## src/cpa_pkg.sv

```systemverilog
// constants for the charge-pump and oscillator amplitude configuration bank
// assumes a serial programming port with 24-bit frames, msb first
package cpa_pkg;
    // serial frame layout: r/w flag, 7-bit address, 16-bit data
    localparam int FRAME_BITS = 24;
    localparam int ADDR_BITS = 7;
    localparam int DATA_BITS = 16;
    localparam int HDR_BITS = 8;
    localparam int RW_POS = 23;
    localparam logic [4:0] CNT_FRAME = 5'h18;
    localparam logic [4:0] CNT_HDR_LAST = 5'h07;
    localparam logic [4:0] CNT_MAX = 5'h1f;
    // register indices on the serial port
    localparam logic [6:0] IDX_OSC_OVR = 7'h08;
    localparam logic [6:0] IDX_CP_CUR = 7'h0e;
    localparam logic [6:0] IDX_OSC_AMP = 7'h13;
    // charge_pump_current_cfg fields
    localparam int GAIN_LSB = 0;
    localparam int GAIN_MSB = 1;
    localparam int UP_LSB = 2;
    localparam int UP_MSB = 6;
    localparam int DN_LSB = 7;
    localparam int DN_MSB = 11;
    // oscillator_amplitude_cfg field
    localparam int AMP_LSB = 3;
    localparam int AMP_MSB = 11;
    // override bit in its own register
    localparam int OVR_POS = 13;
    // reset values: up 3, down 3, coarse gain 1
    localparam logic [15:0] RST_CP_CUR = 16'h018d;
    // amplitude code 300 in bits 11:3
    localparam logic [15:0] RST_OSC_AMP = 16'h0960;
    // override clear, autocal in use
    localparam logic [15:0] RST_OSC_OVR = 16'h0000;
    // coarse gain codes and the multiplier in half steps
    localparam logic [1:0] GAIN_CODE_X1 = 2'h0;
    localparam logic [1:0] GAIN_CODE_X2 = 2'h1;
    localparam logic [1:0] GAIN_CODE_X1P5 = 2'h2;
    localparam logic [1:0] GAIN_CODE_X2P5 = 2'h3;
    localparam logic [2:0] HALVES_X1 = 3'h2;
    localparam logic [2:0] HALVES_X2 = 3'h4;
    localparam logic [2:0] HALVES_X1P5 = 3'h3;
    localparam logic [2:0] HALVES_X2P5 = 3'h5;
endpackage : cpa_pkg

```

## src/cpa_reg_bank.sv

```systemverilog
// charge-pump current and oscillator amplitude configuration bank
// assumes serial port pins from off chip, sck well below clk/8,
// and an amplitude calibration engine on clk feeding its result in
// Contract
// - up current: bits 6:2, reset 3
// - down current: bits 11:7, reset 3; equals up (not enforced: bits 11:7 are written apart from the up field)
// - every current bit enables its own leg
// - coarse gain 1:0, reset 1: x1,x2,x1.5,x2.5
// - amplitude code: bits 11:3, reset 300
// - override set: amplitude from programmed code
// - override bit 13, reset 0, autocal on
`timescale 1ns/10ps
`default_nettype none
module cpa_reg_bank (
    input wire logic CLK,
    input wire logic ARST_N,
    input wire logic SCK, // serial clock pin
    input wire logic CS_N, // serial select pin, low in a frame
    input wire logic SDI, // serial data in pin
    output logic SDO, // serial read data
    output logic SDO_OE, // high while read data is driven
    input wire logic [cpa_pkg::AMP_MSB-cpa_pkg::AMP_LSB:0] AUTOCAL_AMPLITUDE, // calibration result
    output logic [cpa_pkg::UP_MSB-cpa_pkg::UP_LSB:0] PUMP_UP_CURRENT, // per-bit leg enables
    output logic [cpa_pkg::DN_MSB-cpa_pkg::DN_LSB:0] PUMP_DOWN_CURRENT, // per-bit leg enables
    output logic [2:0] PUMP_GAIN_HALVES, // coarse multiplier in half steps
    output logic [cpa_pkg::AMP_MSB-cpa_pkg::AMP_LSB:0] OSC_AMPLITUDE_CODE, // amplitude to oscillator
    output logic AMPLITUDE_AUTOCAL_ENABLE // calibration engine allowed
);
    import cpa_pkg::*;

    localparam int AW = AMP_MSB - AMP_LSB + 1;

    // synchronised pins and edge history
    logic sck_s, cs_n_s, sdi_s; // second-stage outputs
    logic sck_d_ff, cs_n_d_ff; // previous synchronised levels
    logic [FRAME_BITS-1:0] in_sh_ff; // incoming frame shifter
    logic [4:0] bit_cnt_ff; // bits taken this frame, saturating
    logic [DATA_BITS-1:0] rd_sh_ff; // outgoing read shifter
    logic rd_act_ff; // read data phase in progress
    logic sdo_ff, sdo_oe_ff;
    // register storage
    logic [DATA_BITS-1:0] cp_cfg_ff; // charge_pump_current_cfg
    logic [DATA_BITS-1:0] amp_cfg_ff; // oscillator_amplitude_cfg
    logic [DATA_BITS-1:0] ovr_cfg_ff; // register with the amplitude override
    logic [2:0] gain_ff; // decoded coarse gain
    logic [AW-1:0] amp_out_ff; // selected amplitude
    logic autocal_en_ff;

    cpa_sync #(.WIDTH(3), .RST_VAL(3'b010)) u_sync (
        .CLK(CLK),
        .ARST_N(ARST_N),
        .D({SCK, CS_N, SDI}),
        .Q({sck_s, cs_n_s, sdi_s})
    );

    // edge and frame decode
    wire sck_rise = sck_s & ~sck_d_ff;
    wire sck_fall = ~sck_s & sck_d_ff;
    wire cs_rise = cs_n_s & ~cs_n_d_ff; // frame end
    wire in_frame = ~cs_n_s;
    wire take_bit = in_frame & sck_rise;
    wire [FRAME_BITS-1:0] nxt_in_sh = {in_sh_ff[FRAME_BITS-2:0], sdi_s};
    wire [4:0] nxt_bit_cnt = (bit_cnt_ff == CNT_MAX) ? CNT_MAX : bit_cnt_ff + 5'h01;
    wire frame_ok = cs_rise & (bit_cnt_ff == CNT_FRAME) & ~in_sh_ff[RW_POS];
    wire [ADDR_BITS-1:0] wr_addr = in_sh_ff[DATA_BITS +: ADDR_BITS];
    wire [DATA_BITS-1:0] wr_data = in_sh_ff[DATA_BITS-1:0];
    wire wr_cp = frame_ok & (wr_addr == IDX_CP_CUR);
    wire wr_amp = frame_ok & (wr_addr == IDX_OSC_AMP);
    wire wr_ovr = frame_ok & (wr_addr == IDX_OSC_OVR);
    // header complete on this edge: start a read when flagged
    wire hdr_done = take_bit & (bit_cnt_ff == CNT_HDR_LAST);
    wire rd_start = hdr_done & nxt_in_sh[HDR_BITS-1];
    wire [ADDR_BITS-1:0] rd_addr = nxt_in_sh[ADDR_BITS-1:0];
    // unmapped addresses read as zero
    wire [DATA_BITS-1:0] rd_word = (rd_addr == IDX_CP_CUR) ? cp_cfg_ff :
                                   (rd_addr == IDX_OSC_AMP) ? amp_cfg_ff :
                                   (rd_addr == IDX_OSC_OVR) ? ovr_cfg_ff : '0;
    // override and coarse gain decode
    wire ovr_on = ovr_cfg_ff[OVR_POS];
    wire [1:0] gain_code = cp_cfg_ff[GAIN_MSB:GAIN_LSB];
    wire [2:0] nxt_gain = (gain_code == GAIN_CODE_X2) ? HALVES_X2 :
                          (gain_code == GAIN_CODE_X1P5) ? HALVES_X1P5 :
                          (gain_code == GAIN_CODE_X2P5) ? HALVES_X2P5 : HALVES_X1;
    wire [AW-1:0] nxt_amp_out = ovr_on ? amp_cfg_ff[AMP_MSB:AMP_LSB] : AUTOCAL_AMPLITUDE;

    // pin edge history
    always_ff @(posedge CLK or negedge ARST_N) begin
        if (!ARST_N) begin
            sck_d_ff <= 1'b0;
            cs_n_d_ff <= 1'b1;
        end else begin
            sck_d_ff <= sck_s;
            cs_n_d_ff <= cs_n_s;
        end
    end

    // frame shifter and bit counter; only the counter is cleared while deselected, the shifter keeps its value
    always_ff @(posedge CLK or negedge ARST_N) begin
        if (!ARST_N) begin
            in_sh_ff <= '0;
            bit_cnt_ff <= '0;
        end else if (take_bit) begin
            in_sh_ff <= nxt_in_sh;
            bit_cnt_ff <= nxt_bit_cnt;
        end else if (cs_n_s && !cs_rise) begin
            bit_cnt_ff <= '0;
        end
    end

    // read data: loaded after the header, shifted out on falling sck
    always_ff @(posedge CLK or negedge ARST_N) begin
        if (!ARST_N) begin
            rd_sh_ff <= '0;
            rd_act_ff <= 1'b0;
            sdo_ff <= 1'b0;
            sdo_oe_ff <= 1'b0;
        end else if (!in_frame) begin
            rd_act_ff <= 1'b0;
            sdo_ff <= 1'b0;
            sdo_oe_ff <= 1'b0;
        end else if (rd_start) begin
            rd_sh_ff <= rd_word;
            rd_act_ff <= 1'b1;
        end else if (rd_act_ff && sck_fall) begin
            sdo_ff <= rd_sh_ff[DATA_BITS-1];
            sdo_oe_ff <= 1'b1;
            rd_sh_ff <= {rd_sh_ff[DATA_BITS-2:0], 1'b0};
        end
    end

    // charge-pump register, whole word stored for readback
    always_ff @(posedge CLK or negedge ARST_N) begin
        if (!ARST_N) begin
            cp_cfg_ff <= RST_CP_CUR;
        end else if (wr_cp) begin
            cp_cfg_ff <= wr_data;
        end
    end

    // amplitude register
    always_ff @(posedge CLK or negedge ARST_N) begin
        if (!ARST_N) begin
            amp_cfg_ff <= RST_OSC_AMP;
        end else if (wr_amp) begin
            amp_cfg_ff <= wr_data;
        end
    end

    // override register
    always_ff @(posedge CLK or negedge ARST_N) begin
        if (!ARST_N) begin
            ovr_cfg_ff <= RST_OSC_OVR;
        end else if (wr_ovr) begin
            ovr_cfg_ff <= wr_data;
        end
    end

    // decoded analog controls
    always_ff @(posedge CLK or negedge ARST_N) begin
        if (!ARST_N) begin
            gain_ff <= HALVES_X2; // follows reset coarse gain of 1
            amp_out_ff <= RST_OSC_AMP[AMP_MSB:AMP_LSB];
            autocal_en_ff <= 1'b1;
        end else begin
            gain_ff <= nxt_gain;
            amp_out_ff <= nxt_amp_out;
            autocal_en_ff <= ~ovr_on;
        end
    end

    // each field bit drives its own current leg, no re-encoding
    assign PUMP_UP_CURRENT = cp_cfg_ff[UP_MSB:UP_LSB];
    assign PUMP_DOWN_CURRENT = cp_cfg_ff[DN_MSB:DN_LSB];
    assign PUMP_GAIN_HALVES = gain_ff;
    assign OSC_AMPLITUDE_CODE = amp_out_ff;
    assign AMPLITUDE_AUTOCAL_ENABLE = autocal_en_ff;
    assign SDO = sdo_ff;
    assign SDO_OE = sdo_oe_ff;
endmodule : cpa_reg_bank
`default_nettype wire

```

## src/cpa_sync.sv

```systemverilog
// two-flop synchroniser for a group of independent pin levels
// assumes each bit is a slow level unrelated to the others
`timescale 1ns/10ps
`default_nettype none
module cpa_sync #(
    parameter int WIDTH = 3,
    parameter logic [WIDTH-1:0] RST_VAL = '0
) (
    input wire logic CLK,
    input wire logic ARST_N,
    input wire logic [WIDTH-1:0] D,
    output logic [WIDTH-1:0] Q
);
    logic [WIDTH-1:0] meta_ff; // first stage, read only by q_ff
    logic [WIDTH-1:0] q_ff; // second stage

    // two stages, reset to the idle level
    always_ff @(posedge CLK or negedge ARST_N) begin
        if (!ARST_N) begin
            meta_ff <= RST_VAL;
            q_ff <= RST_VAL;
        end else begin
            meta_ff <= D;
            q_ff <= meta_ff;
        end
    end

    assign Q = q_ff;
endmodule : cpa_sync
`default_nettype wire

```

## config.mk

```make
export PLATFORM = sky130hd
export DESIGN_NAME = cpa_reg_bank
export DESIGN_NICKNAME = d
export VERILOG_FILES = /design/src/cpa_pkg.sv /design/src/cpa_reg_bank.sv /design/src/cpa_sync.sv
export SDC_FILE = /design/constraint.sdc
export NUM_CORES = 1
export LEC_CHECK = 0
export BUFFER_PORTS_ARGS = -buffer_cell sky130_fd_sc_hd__buf_2
export CAP_MARGIN = 10
export CORE_MARGIN = 2
export CORE_UTILIZATION = 45
export CTS_BUF_LIST = sky130_fd_sc_hd__clkbuf_8
export CTS_CLUSTER_DIAMETER = 30
export DETAILED_ROUTE_END_ITERATION = 10
export SYNTH_ARGS = -nofsm -noshare
export SYNTH_HDL_FRONTEND = slang
export SYNTH_SLANG_ARGS = --single-unit
```

## constraint.sdc

```tcl
create_clock -name CLK -period 4.6 [get_ports CLK]
set_input_delay 0.23 -clock CLK [delete_from_list [all_inputs] [get_ports CLK]]
set_output_delay 0.23 -clock CLK [all_outputs]
set_load 0.02 [all_outputs]
```

== Word level (Yosys, flattened, before mapping) ==
Cells that the tools add are included.
Operators by class
  add/sub/neg operators: 1
  eq/ne operators: 13
  multiplexer cells: 20
  bitwise logic cells: 17
  reduce and logical (&&, ||, !) cells: 9
Operators by type and width (count)
  $mux 16: 5
  $eq 7x4->1 const B: 4
  $mux 5: 3
  $eq 7x5->1 const B: 2
  $and 1x1->1: 11
  $eq 5x5->1 const B: 2
  $mux 3: 3
  $mux 9: 1
  $mux 1: 8
  $reduce_bool 2->1: 4
  $not 1->1: 6
  $add 5x1->5 const B: 1
  $eq 5x3->1 const B: 1
  $eq 2x2->1 const B: 2
  $reduce_and 2->1: 2
  $eq 2x1->1 const B: 1
  $logic_and 1x1->1: 2
  $ne 2x1->1 const B: 1
  $logic_not 1->1: 1
Storage, ports and cells
  flip-flop bits (word level): 117
  output and inout bits: 25
  word-level logic and storage cells: 76

== Depth between registers and ports, before layout ==
  word-level depth: 7
  depth in mapped cells: 8
  gate-level depth less buffers: 6

== Modules after synthesis ==
From an unflattened synthesis, not the netlist that was laid out.
Second synthesis, totals
  cells, all modules: 388
  area, all modules: 5182.5 µm²
By module, submodules not included
  cpa_reg_bank: times used 1, cells each 382, area each 5029.8 µm², seq. area each 2797.7 µm²
  cpa_sync: times used 1, cells each 6, area each 152.6 µm², seq. area each 152.6 µm²

== Worst setup path before layout ==
Ideal clock, no wire load.
  path kind: flip-flop to flip-flop
  start: reg bit_cnt_ff[0]
  end: reg cp_cfg_ff[10]
  library setup time: 125 ps
  arrival: 2035 ps
  required time: 4475 ps
  setup slack: 2440 ps
  stages on the path, launching flop included: 9
  path buffers: 2
  path through: dfrtp_1 inv_1 ha_1 or4b_4 nor4b_4 and4_1 buf_6 buf_12 mux2_4
On the way
  longest elaborated chain between the ends: 4
RTL lines
  start, declared: line cpa_reg_bank.sv:37  | logic [4:0] bit_cnt_ff;
  start signal, assigned: line cpa_reg_bank.sv:104  | bit_cnt_ff <= nxt_bit_cnt;
  $eq 5x5->1: line cpa_reg_bank.sv:64  | wire frame_ok = cs_rise & (bit_cnt_ff == CNT_FRAME) & ~in_sh_ff[RW_POS];
  $and 1x1->1 (2 in series): line cpa_reg_bank.sv:64
  $and 1x1->1: line cpa_reg_bank.sv:67  | wire wr_cp = frame_ok & (wr_addr == IDX_CP_CUR);
  end signal, assigned: line cpa_reg_bank.sv:136  | cp_cfg_ff <= wr_data;
  end, declared: line cpa_reg_bank.sv:42  | logic [DATA_BITS-1:0] cp_cfg_ff;
Every way passes these cells.
A chain may end at the register's enable or synchronous reset.

== Worst setup path after layout ==
  start: reg bit_cnt_ff[0]
  end: reg cp_cfg_ff[15]
The elaborated chain is that of the path after synthesis.

==> reports/metrics.csv <==
metric,value,unit
status,finished clean,
vdd_drop_max,0.172,mV
clkPwrFrac,43.8,%
fin_crit_sh,62.4,%
slowest_delay,990,ps
p_leak,2.57,nW
dr_total_vias,2954,
htreeDepth,4,
p_int,1.69,mW
synthDistinctLibCells,33,
hold_ws,27.7,ps
skew,10.4,ps
n_antenna_cell,0,
final-setup-viol-count,0,
vias_per_cell,5.52,
antenna_found_initial,0,
crit_fanout,16,
clk_pin_slew,70,ps
grt_usage,17.9,%
max_cap_violations,0,
area_growth,12.9,%
pre_cts_ws,1760,ps
post-route-util,51.8,%
syn_area,0.00495,mm2
cp-start-kind,flop,
netlist_instances,353,
worstSetupPathType,reg2reg,
cp_cell_sequence,inv_1 -> ha_1 -> or4b_4 -> nor4b_4 -> and4_1 -> mux2_2,
finalMaxSlewViolations,0,
hold_viol_final,0,
routed_wl,9620,um
final_cell_mix,"dfrtp_1 (99), mux2_2 (51), buf_2 (37), mux2_1 (20)",
arrival,3180,ps
numCtsBuffers,17,
grt_pass1_vias,3001,
hpwl,5570,um
grt_start_max_net_pins,63,
layout-drive-gt1-share,39.7,%
fin_ws,1730,ps
cts_buffer_depth,2,
pwr-share-seq,50.3,%
synth.yosys.seq_area_share,59.6,%
fin_nets,398,
cts_tree,yes,
cts_resized,0,
port_buffers,38,
p_sw,576,uW
slowest_stage,and4_1,
period_needed,2870,ps
avgSynthCellArea,14.0,um2
synth_warnings,0,
grt_overflow,0,
p_comb_share,5.9,%
tns,0,ps
drc,0,
routedWlPerCell,18.0,um
p_sw_share,25.4,%
hold_path.class,in2reg,
worstMarginPinSlew,1140,ps
grt_pass1_wl,15700,um
die-width,109,um
core,0.0108,mm2
die_h,109,um
fp-row-count,38,
drt-initial-drc-count,116,
place_congestion,0.716,
critPathCaptureType,flop,
clock-sinks,117,
die_area,0.0119,mm2
relSlewSlack,24.2,%
synth_nets,369,
clock_latency,430,ps
start_util,45.9,%
rr_worst_depth,6,
rsz0062_at_grt,false,
final_common_cell,dfrtp_1,
holdPathStages,2,
clock.fmax,0.349,GHz
ant_nets,0,
cp.required,4910,ps
cts_root_buf,clkbuf_8,
synth_seq_cells,117,
drt_first_pass_iters,4,
p_per_area,406,mW/mm2
io_pins,39,
-- logic make-up (layout without fill, tap and decap cells) --
kind of cell / Yosys count / count (layout) / share of synthesized area [%]
DFF: 117 / 117 / 59.6
muxes: 96 / 96 / 22.2
AOI/OAI and AO/OA: 61 / 61 / 8.01
buffers and inverters: 43 / 85 / 5.06
and+or+nand+nor: 34 / 34 / 4.60
adders and majority gates: 2 / 2 / 0.505
-- path summary, 6_finish.rpt --
kind                       slack [ps]                              end                   startpoint
max                              1730        cp_cfg_ff[15]$_DFFE_PN0P_    bit_cnt_ff[0]$_DFFE_PN0P_
min                                30  OSC_AMPLITUDE_CODE[7]$_DFF_PN0_         AUTOCAL_AMPLITUDE[7]
max reg2reg                      1730        cp_cfg_ff[15]$_DFFE_PN0P_    bit_cnt_ff[0]$_DFFE_PN0P_
min reg2reg                       350            u_sync.Q[2]$_DFF_PN0_  u_sync.meta_ff[2]$_DFF_PN0_
max in group asynchronous        2960       ovr_cfg_ff[12]$_DFFE_PN0P_                       ARST_N
min in group asynchronous         390    PUMP_GAIN_HALVES[0]$_DFF_PN0_                       ARST_N
-- state kept, by name (all words and copies together), names as in the netlist, 3 cells and up --
signal	count
ovr_cfg_ff	16
u_sync.meta_ff	3
bit_cnt_ff	5
cp_cfg_ff	16
PUMP_GAIN_HALVES	3
u_sync.Q	3
rd_sh_ff	16
OSC_AMPLITUDE_CODE	9
in_sh_ff	24
amp_cfg_ff	16
-- cells in the mapped netlist, drive strengths merged --
| cell type | instances | share of area (%) |
|---|---|---|
| and4 | 3 | 0.53 |
| a221oi | 17 | 3.0 |
| dfrtp | 99 | 50 |
| nor3 | 2 | 0.30 |
| inv | 8 | 0.61 |
| nor4b | 1 | 0.48 |
| a21oi | 7 | 0.71 |
| o32ai | 1 | 0.18 |
| nor3b | 4 | 0.71 |
| or4b | 1 | 0.28 |
| nor4bb | 1 | 0.20 |
| nand2 | 7 | 0.53 |
| dfstp | 18 | 9.6 |
| nand4 | 3 | 0.38 |
| ha | 2 | 0.51 |
| mux2 | 81 | 19 |
| and3 | 5 | 0.66 |
| o21ai | 18 | 1.8 |
| buf | 17 | 3.1 |
| a31oi | 2 | 0.25 |
| mux2i | 15 | 3.0 |
| a21o | 1 | 0.15 |
| o22ai | 15 | 1.9 |
| clkbuf | 18 | 1.4 |
| nor2 | 7 | 0.53 |
-- metal layers --
layer  up-vias  share of wire (%)  global-route usage [%]
met4         0                1.3                    7.60
li1       1353                  -                       -
met1      1531                 48                    24.3
met2        55                 47                    26.7
met5         -                  0                       0
met3        15                3.6                    5.26
-- power by group through the flow --
stage | sequential [mW] | combinational, mW | clock (mW)
4_1_cts | 1.14 | 0.134 | 1.02
5_1_grt | 1.15 | 0.150 | 1.06
3_3_place_gp | 1.16 | 0.128 | 0
6_report | 1.14 | 0.133 | 0.995
3_5_place_dp | 1.16 | 0.131 | 0
2_1_floorplan | 1.14 | 0.0821 | 0
-- worst max-delay path: cells and delay by family, from the launching register on --
kind	cells	cell delay (ps)
adder cells (fa/ha/maj)	1	120
buffers and inverters	1	80
flip-flops	1	430
multiplexers	1	420
AND/OR/NAND/NOR	3	1690
-- layout make-up --
class | count | area, um2
fillers | 923 | 5200
flip-flops and latches | 117 | 2950
clock inverters | 14 | 176
inverters | 8 | 30.0
repair buffers | 45 | 255
clock buffers | 18 | 248
well taps | 140 | 175
multi-input cells | 193 | 1760
-- timing repair --
| item | 4_1_cts | 5_1_grt |
|---|---|---|
| hold buffers | 4 | 0 |
| hold endpoints to repair | 46 | 0 |
| buffers inserted | 0 | 0 |
-- stage by stage --
stage                     power, mW  area, um2  std cells
after detailed placement       1.29       5130        499
after CTS                      2.29       5590        535
final                          2.27       5590        535
after global routing           2.36       5590        535
after floorplan                1.22       4950        353
after global placement         1.29       5130        499
(Power assumes the default switching activity.)
